--- config.mk ---
export PLATFORM = sky130hd
export DESIGN_NAME = drt_timer
export DESIGN_NICKNAME = d
export VERILOG_FILES = /design/src/drt_tick_gen.v /design/src/drt_byte_counter.v /design/src/drt_timer.v
export VERILOG_INCLUDE_DIRS = /design/src /design/src/src
export SDC_FILE = /design/constraint.sdc
export NUM_CORES = 1
export LEC_CHECK = 0
export ABC_AREA = 1
export BUFFER_PORTS_ARGS = -buffer_cell sky130_fd_sc_hd__buf_2
export CAP_MARGIN = 10
export CORE_MARGIN = 1
export CORE_UTILIZATION = 50
export CTS_CLUSTER_DIAMETER = 100
export DETAILED_ROUTE_END_ITERATION = 7
export HOLD_SLACK_MARGIN = 0.08
export PLACE_DENSITY = 0.72
export SLEW_MARGIN = 20
export SYNTH_ARGS = -nofsm -noshare
export SYNTH_HDL_FRONTEND = slang
export SYNTH_SLANG_ARGS = --single-unit
export TNS_END_PERCENT = 5
--- constraint.sdc ---
create_clock -name sys_clk -period 1.5 [get_ports sys_clk]
set_input_delay 0.15 -clock sys_clk [delete_from_list [all_inputs] [get_ports sys_clk]]
set_output_delay 0.15 -clock sys_clk [all_outputs]
set_load 0.02 [all_outputs]
--- src/drt_defs.vh ---
/*
  Constants for the dual-mode reload timer: register addresses on the
  special-function-register bus, control bit positions, reset values and
  prescaler counts.
  Assumes it is included by bare name from each design file.
*/
// Functional notes
// - Split bit picks 16-bit or two 8-bit counters
// - Run bit 1 counts, 0 stops
// - Split mode: run bit gates high byte only
// - Control bit 1 reads zero, writes ignored
// - External select 0: core clock divided by 12
// - External select 1: synchronised oscillator divided by 8
// - One external select serves both split bytes
// - Per-byte fast select picks core or divided source
// - Reload low byte: read/write, reset zero, low reload
// - Reload high byte: read/write, reset zero, high reload
// - 16-bit mode: count low is low count byte
// - Split mode: count low is whole low counter
// - Wrap reloads counter; 16-bit wrap sets high flag
// - Low wrap sets low flag; only software clears
// - Interrupt follows high flag, low flag when enabled
// - Fast select 1 core clock, 0 divided source
`ifndef DRT_DEFS_VH
`define DRT_DEFS_VH

`define DRT_ADDR_CTRL 8'hc8
`define DRT_ADDR_CLKSEL 8'hc9
`define DRT_ADDR_RLD_LO 8'hca
`define DRT_ADDR_RLD_HI 8'hcb
`define DRT_ADDR_CNT_LO 8'hcc
`define DRT_ADDR_CNT_HI 8'hcd

`define DRT_BIT_HIGH_OVF 7
`define DRT_BIT_LOW_OVF 6
`define DRT_BIT_LOW_IRQ_EN 5
`define DRT_BIT_SPLIT 3
`define DRT_BIT_RUN 2
`define DRT_BIT_EXT_SEL 0

`define DRT_BIT_HIGH_FAST 5
`define DRT_BIT_LOW_FAST 4

`define DRT_RST_BYTE 8'h00
`define DRT_BYTE_MAX 8'hff

`define DRT_CORE_DIV 12
`define DRT_EXT_DIV 8

`endif

--- src/drt_tick_gen.v ---
/*
  Count-source generator: core clock divided by 12, or an external
  oscillator synchronised and divided by 8, as a one-cycle tick.
  Assumes ext_osc is asynchronous and much slower than half of sys_clk.
*/
`timescale 1ns/100ps
`default_nettype none
`include "drt_defs.vh"

module drt_tick_gen
(
  input wire sys_clk, // Core clock
  input wire srst, // Synchronous reset, active high
  input wire ext_osc, // External oscillator pin, asynchronous
  input wire ext_source_select, // 1 selects oscillator divided by 8
  output reg div_tick_r // One-cycle tick of the selected source
);

  localparam [31:0] CORE_LAST_W = `DRT_CORE_DIV - 1;
  localparam [31:0] EXT_LAST_W = `DRT_EXT_DIV - 1;
  // Cut to the counter widths on purpose
  localparam [3:0] CORE_LAST = CORE_LAST_W[3:0];
  localparam [2:0] EXT_LAST = EXT_LAST_W[2:0];

  reg [3:0] core_cnt_r;
  reg osc_meta_r;
  reg osc_sync_r;
  reg osc_prev_r;
  reg [2:0] ext_cnt_r;
  wire core_tick;
  wire osc_rise;
  wire ext_tick;

  assign core_tick = (core_cnt_r == CORE_LAST);
  assign osc_rise = osc_sync_r & ~osc_prev_r;
  assign ext_tick = osc_rise & (ext_cnt_r == EXT_LAST);

  always @(posedge sys_clk)
  begin
    if (srst)
    begin
      core_cnt_r <= 4'h0;
      osc_meta_r <= 1'b0;
      osc_sync_r <= 1'b0;
      osc_prev_r <= 1'b0;
      ext_cnt_r <= 3'h0;
      div_tick_r <= 1'b0;
    end
    else
    begin
      core_cnt_r <= core_tick ? 4'h0 : core_cnt_r + 4'h1;
      // Two flops before anything looks at the pin
      osc_meta_r <= ext_osc;
      osc_sync_r <= osc_meta_r;
      osc_prev_r <= osc_sync_r;
      if (osc_rise)
        ext_cnt_r <= ext_cnt_r + 3'h1;
      // Both bytes share this one selected tick
      div_tick_r <= ext_source_select ? ext_tick : core_tick;
    end
  end

endmodule
`default_nettype wire

--- src/drt_byte_counter.v ---
/*
  One 8-bit counter byte with reload and software write.
  Assumes the caller decides when the byte increments and reloads.
*/
`timescale 1ns/100ps
`default_nettype none
`include "drt_defs.vh"

module drt_byte_counter
(
  input wire sys_clk, // Core clock
  input wire srst, // Synchronous reset, active high
  input wire inc, // Increment this cycle
  input wire load, // Reload this cycle
  input wire [7:0] reload_val, // Value taken on reload
  input wire wr, // Software write strobe
  input wire [7:0] wdata, // Software write data
  output reg [7:0] cnt_r, // Current count
  output wire at_max // Count is all ones
);

  assign at_max = (cnt_r == `DRT_BYTE_MAX);

  always @(posedge sys_clk)
  begin
    if (srst)
      cnt_r <= `DRT_RST_BYTE;
    else if (wr)
      cnt_r <= wdata;
    else if (load)
      cnt_r <= reload_val;
    else if (inc)
      cnt_r <= cnt_r + 8'h01;
  end

endmodule
`default_nettype wire

--- src/drt_timer.v ---
/*
  Dual-mode reload timer: one 16-bit auto-reload counter or two 8-bit
  auto-reload counters, with control, clock-select, reload and count
  registers on the special-function-register bus.
  Assumes a single-cycle bus: sfr_wr and sfr_rd are one-cycle strobes
  from logic on sys_clk, never both at once.
*/
`timescale 1ns/100ps
`default_nettype none
`include "drt_defs.vh"

module drt_timer
(
  input wire sys_clk, // Core clock
  input wire srst, // Synchronous reset, active high
  input wire [7:0] sfr_addr, // Register address
  input wire sfr_wr, // Write strobe
  input wire sfr_rd, // Read strobe
  input wire [7:0] sfr_wdata, // Write data
  output reg [7:0] sfr_rdata_r, // Read data, one cycle after sfr_rd
  input wire ext_osc, // External oscillator pin
  input wire timer_irq_enable, // Timer interrupt enable from core
  output wire timer_irq_req // Interrupt request level
);

  reg high_overflow_flag_r;
  reg low_overflow_flag_r;
  reg low_overflow_irq_enable_r;
  reg split_mode_select_r;
  reg high_run_control_r;
  reg ext_source_select_r;
  reg high_byte_fast_clock_sel_r;
  reg low_byte_fast_clock_sel_r;
  reg [7:0] reload_value_low_r;
  reg [7:0] reload_value_high_r;

  wire div_tick;
  wire low_tick;
  wire high_tick;
  wire low_inc;
  wire low_wrap;
  wire low_load;
  wire high_inc;
  wire high_wrap;
  wire [7:0] count_value_low;
  wire [7:0] count_value_high;
  wire low_at_max;
  wire high_at_max;
  wire wr_ctrl;
  wire wr_clksel;
  wire wr_cnt_lo;
  wire wr_cnt_hi;
  wire [7:0] ctrl_rd;
  reg [7:0] rdata_nxt;

  assign wr_ctrl = sfr_wr & (sfr_addr == `DRT_ADDR_CTRL);
  assign wr_clksel = sfr_wr & (sfr_addr == `DRT_ADDR_CLKSEL);
  assign wr_cnt_lo = sfr_wr & (sfr_addr == `DRT_ADDR_CNT_LO);
  assign wr_cnt_hi = sfr_wr & (sfr_addr == `DRT_ADDR_CNT_HI);

  drt_tick_gen u_tick
  (
    .sys_clk(sys_clk),
    .srst(srst),
    .ext_osc(ext_osc),
    .ext_source_select(ext_source_select_r),
    .div_tick_r(div_tick)
  );

  // Fast select takes the core clock, otherwise the divided tick
  assign low_tick = low_byte_fast_clock_sel_r | div_tick;
  assign high_tick = high_byte_fast_clock_sel_r | div_tick;

  // Low byte free-runs in split mode; run bit gates it in 16-bit mode
  assign low_inc = split_mode_select_r ? low_tick :
                   (high_run_control_r & low_tick);
  assign low_wrap = low_inc & low_at_max;
  // 16-bit mode chains the high byte off the low carry
  assign high_inc = split_mode_select_r ?
                    (high_run_control_r & high_tick) :
                    low_wrap;
  assign high_wrap = high_inc & high_at_max;
  // Split: low reloads on its own wrap; 16-bit: only on 0xFFFF wrap
  assign low_load = split_mode_select_r ? low_wrap :
                    (low_wrap & high_at_max);

  drt_byte_counter u_low
  (
    .sys_clk(sys_clk),
    .srst(srst),
    .inc(low_inc),
    .load(low_load),
    .reload_val(reload_value_low_r),
    .wr(wr_cnt_lo),
    .wdata(sfr_wdata),
    .cnt_r(count_value_low),
    .at_max(low_at_max)
  );

  drt_byte_counter u_high
  (
    .sys_clk(sys_clk),
    .srst(srst),
    .inc(high_inc),
    .load(high_wrap),
    .reload_val(reload_value_high_r),
    .wr(wr_cnt_hi),
    .wdata(sfr_wdata),
    .cnt_r(count_value_high),
    .at_max(high_at_max)
  );

  always @(posedge sys_clk)
  begin
    if (srst)
    begin
      low_overflow_irq_enable_r <= 1'b0;
      split_mode_select_r <= 1'b0;
      high_run_control_r <= 1'b0;
      ext_source_select_r <= 1'b0;
      high_byte_fast_clock_sel_r <= 1'b0;
      low_byte_fast_clock_sel_r <= 1'b0;
      reload_value_low_r <= `DRT_RST_BYTE;
      reload_value_high_r <= `DRT_RST_BYTE;
    end
    else
    begin
      if (wr_ctrl)
      begin
        // Bits 4 and 1 have no storage at all
        low_overflow_irq_enable_r <= sfr_wdata[`DRT_BIT_LOW_IRQ_EN];
        split_mode_select_r <= sfr_wdata[`DRT_BIT_SPLIT];
        high_run_control_r <= sfr_wdata[`DRT_BIT_RUN];
        ext_source_select_r <= sfr_wdata[`DRT_BIT_EXT_SEL];
      end
      if (wr_clksel)
      begin
        high_byte_fast_clock_sel_r <= sfr_wdata[`DRT_BIT_HIGH_FAST];
        low_byte_fast_clock_sel_r <= sfr_wdata[`DRT_BIT_LOW_FAST];
      end
      if (sfr_wr & (sfr_addr == `DRT_ADDR_RLD_LO))
        reload_value_low_r <= sfr_wdata;
      if (sfr_wr & (sfr_addr == `DRT_ADDR_RLD_HI))
        reload_value_high_r <= sfr_wdata;
    end
  end

  // Flags: a hardware set in the same cycle as a software clear wins
  always @(posedge sys_clk)
  begin
    if (srst)
    begin
      high_overflow_flag_r <= 1'b0;
      low_overflow_flag_r <= 1'b0;
    end
    else
    begin
      if (high_wrap)
        high_overflow_flag_r <= 1'b1;
      else if (wr_ctrl)
        high_overflow_flag_r <= sfr_wdata[`DRT_BIT_HIGH_OVF];
      if (low_wrap)
        low_overflow_flag_r <= 1'b1;
      else if (wr_ctrl)
        low_overflow_flag_r <= sfr_wdata[`DRT_BIT_LOW_OVF];
    end
  end

  assign timer_irq_req = timer_irq_enable &
    (high_overflow_flag_r |
     (low_overflow_irq_enable_r & low_overflow_flag_r));

  // Unused bits 4 and 1 read as zero
  assign ctrl_rd = {high_overflow_flag_r, low_overflow_flag_r,
                    low_overflow_irq_enable_r, 1'b0,
                    split_mode_select_r, high_run_control_r,
                    1'b0, ext_source_select_r};

  always @*
  begin
    rdata_nxt = 8'h00;
    case (sfr_addr)
      `DRT_ADDR_CTRL: rdata_nxt = ctrl_rd;
      `DRT_ADDR_CLKSEL:
      begin
        rdata_nxt[`DRT_BIT_HIGH_FAST] = high_byte_fast_clock_sel_r;
        rdata_nxt[`DRT_BIT_LOW_FAST] = low_byte_fast_clock_sel_r;
      end
      `DRT_ADDR_RLD_LO: rdata_nxt = reload_value_low_r;
      `DRT_ADDR_RLD_HI: rdata_nxt = reload_value_high_r;
      `DRT_ADDR_CNT_LO: rdata_nxt = count_value_low;
      `DRT_ADDR_CNT_HI: rdata_nxt = count_value_high;
      default: rdata_nxt = 8'h00;
    endcase
  end

  // Read data holds until the next read
  always @(posedge sys_clk)
  begin
    if (srst)
      sfr_rdata_r <= 8'h00;
    else if (sfr_rd)
      sfr_rdata_r <= rdata_nxt;
  end

endmodule
`default_nettype wire

==> impl_metrics.py <==
metrics = {
    "route": {
        "post_drt_wl_per_cell_um": 14.75,
        "via_per_inst": 5.468,
        "finalWirelength_um": 9337,
        "ant_nets": 0,
        "drcViolationCount": 0,
        "detailedRoute.firstIterationViolations": 258,
        "drt-pass1-iter-count": 5,
        "dr_total_vias": 3461,
    },
    "placement": {
        "buffers_on_ports": 30,
        "dpl_cell_area_um2": 3744,
        "dp_hpwl_um": 6769,
        "dp.cells": 612,
        "gp_congestion": 0.8996,
    },
    "setup_path": {
        "critical-path-max-stage-delay_ns": 0.36,
        "path_common_cell": "nand2_8",
        "critical_path_data_arrival_time_ns": 1.80,
        "crit_family": "simple AND/OR/NAND/NOR gates",
        "setup.worst_path.end_class": "flop",
        "path_max_fanout": 7,
        "criticalPathCategory": "reg2reg",
        "cp.required_ns": 1.78,
        "slowest_stage": "dfxtp_2",
        "crit_path_cell_trace": "ha_4 -> nand2_4 -> nor2_4 -> nand3_4 -> nand2_8 -> nand2_8 -> nor2_8 -> nand3_1 -> a21oi_1",
        "worstPathBufferInverterCount": 0,
        "crit_path_start_kind": "flop",
    },
    "layout": {
        "fin_area_um2": 4131,
        "final_net_count": 578,
        "fill_cells": 586,
        "drive_gt1_frac": 0.2230,
        "finalNonFillerCells": 633,
        "area_growth_pct": 23.39,
        "insertedDiodeCount": 0,
    },
    "die": {
        "die_y_um": 83.83,
        "core_area_um2": 6422,
        "ioPinCount": 31,
        "chipWidth_um": 83.83,
        "start_util": 0.5213,
        "placementRows": 29,
        "die_footprint_um2": 7027,
    },
    "status": {
        "outcome": "finished with violations",
        "violations": "setup timing",
    },
    "sta": {
        "finalClockSkew_ns": 0.006714,
        "report.final.setup_viol": 6,
        "maxSlewHeadroom": 0.7198,
        "worst_pin_slew_ns": 0.4199,
        "final_critical_path_share_of_the_clock_period": 1.013,
        "endpoints_failing_hold": 0,
        "period_minus_slack_ns": 1.520,
        "timing.final.max_slew_violations": 0,
        "setup_slack_ns": -0.01981,
        "max_clock_freq_mhz": 658.0,
        "rsz_0062_raised_after_global_routing": "yes",
    },
    "flow_run": {
        "timing.max_cap.violations": 0,
    },
    "yosys": {
        "syn-num-nets": 516,
        "synth_cell_types": 33,
        "synth_warnings": 0,
        "postSynthAreaPerCell_um2": 6.847,
        "post_synth_instance_area_um2": 3348,
        "ys_seq_elements": 59,
        "yosysSeqAreaShare": 0.3528,
        "synthCells": 489,
    },
    "power_and_ir_drop": {
        "power.density_cell_area_nw_per_um2": 884.4,
        "power.static_leakage_uw": 0.001772,
        "vdd_drop_max_v": 0.0006724,
    },
    "clock_network": {
        "cts_clock_pin_slew_for_the_worst_setup_and_hold_paths_ns": 0.07,
        "cts_buffer_depth": 2,
        "clock_tree.htree_level_count": 3,
        "tritoncts_buffers": 9,
        "root_buffer": "clkbuf_8",
        "clock-sinks": 59,
        "worst_skew_pair.late_latency_ns": 0.35,
        "tritoncts": "built",
    },
    "global_routing": {
        "grt_pass1_vias": 3224,
        "antenna_violations_before_repair": 0,
        "pin_count_of_the_biggest_net_entering_global_routing": 29,
        "globalRoute.totalOverflow": 0,
        "global_route.usage.total": 0.2794,
        "grt_first_pass_wirelength_um": 15290,
    },
    "hold_path": {
        "hold_class": "in2reg",
    },
}
==> final timing paths <==
| kind | from | endpoint | slack, ns | cells after the start |
|---|---|---|---|---|
| worst min-delay path | sfr_wdata[6] | reload_value_low_r[6]$_SDFFE_PP0P_ | 0.11 | 3 |
| worst min register to register | u_tick.osc_meta_r$_SDFF_PP0_ | u_tick.osc_sync_r$_SDFF_PP0_ | 0.41 | 2 |
| worst max-delay path | u_low.cnt_r[0]$_SDFFE_PP0P_ | u_high.cnt_r[3]$_SDFFE_PP0P_ | -0.02 | 9 |
| worst max register to register | u_low.cnt_r[0]$_SDFFE_PP0P_ | u_high.cnt_r[3]$_SDFFE_PP0P_ | -0.02 | 9 |
==> report_power, final <==
group	switching, uW	internal, uW
logic	142	73.6
registers	11.9	1590
clock network	685	1150
==> timing repair <==
action,CTS,global route
pin swaps,0,9
setup buffers,0,4
hold buffers,1,0
endpoints found under the hold margin,1,0
gates resized for setup,5,17
endpoints found under the setup margin,17,16
==> worst reg2reg max path, delay by kind of cell (launching register included) <==
kind                       cells  cell delay (ns)
AOI/OAI and AO/OA              1             0.12
adders and majority gates      1             0.15
DFF                            1             0.36
and+or+nand+nor                7             0.83
==> flip-flops by register name (all words and copies together) (netlist names), 3 cells and up <==
| signal | count |
|---|---|
| sfr_rdata_r | 8 |
| u_tick.ext_cnt_r | 3 |
| u_tick.core_cnt_r | 4 |
| reload_value_high_r | 8 |
| reload_value_low_r | 8 |
| u_low.cnt_r | 8 |
| u_high.cnt_r | 8 |
==> layout by cell type, fill, tap and decap left out, drive strengths merged, types with 5 or more instances in the layout <==
cell type	netlist	routed
nand2	102	102
inv	78	79
buf	7	63
dfxtp	59	59
nand3	51	51
a21oi	48	48
nor2	42	42
o21ai	37	37
nand4	21	21
o22ai	11	11
clkbuf	6	10
xor2	7	7
nor3	7	7
ha	5	5
==> through the flow <==
| step | TNS (ns) | worst slack (ns) | total power (uW) | hold WS (ns) | utilization |
|---|---|---|---|---|---|
| floorplan | 0 | 0.03396 | 1751 | 0.2570 | - |
| global placement | -0.09285 | -0.04878 | 1839 | 0.3586 | 0.5829 |
| detailed placement | -0.7942 | -0.1063 | 1844 | 0.3686 | 0.5829 |
| CTS | -0.04592 | -0.01938 | 3660 | 0.09542 | 0.6265 |
| global route | -1.170 | -0.1367 | 3755 | 0.1364 | 0.6433 |
| finish | -0.04815 | -0.01981 | 3654 | 0.1063 | 0.6433 |
==> kinds of logic (layout without fill, tap and decap cells) <==
logic type / count (synthesis) / after routing / share of synthesized area
DFF: 59 / 59 / 0.3528
adders and majority gates: 5 / 5 / 0.01868
AOI/OAI and AO/OA: 98 / 98 / 0.1532
buffers and inverters: 92 / 159 / 0.1099
and+or+nand+nor: 225 / 225 / 0.3393
xor gates and xnor gates: 10 / 10 / 0.02616
==> layer usage <==
metal / vias to the layer above / share of wire / track usage
li1: 1727 / - / -
met1: 1575 / 0.42 / 0.3396
met2: 136 / 0.49 / 0.4776
met3: 23 / 0.067 / 0.06330
met4: 0 / 0.025 / 0.1113
met5: - / 0 / 0
==> final cells by class <==
type | instances | area, um2 | share of cell area
repair buffers | 64 | 407.9 | 0.09873
inverters | 79 | 300.3 | 0.07268
clock inverters | 6 | 111.4 | 0.02695
flip-flops and latches | 59 | 1185 | 0.2868
clock buffers | 10 | 137.6 | 0.03331
multi-input cells | 338 | 1893 | 0.4582
well taps | 77 | 96.34 | 0.02332
==> cells in the mapped netlist (all sizes together) <==
cell    instances  share of area
nand2         102           0.13
inv            78          0.088
dfxtp          59           0.35
nand3          51          0.085
a21oi          48          0.073
nor2           42          0.070
o21ai          37          0.055
nand4          21          0.039
o22ai          11          0.021
buf             7          0.014
nor3            7          0.012
xor2            7          0.018
clkbuf          6         0.0067
ha              5          0.019
xnor2           3         0.0078
or2             2         0.0037
a21boi          1         0.0022
clkinv          1         0.0011
o211ai          1         0.0022
Note: power is estimated with default switching activity, not from simulation.
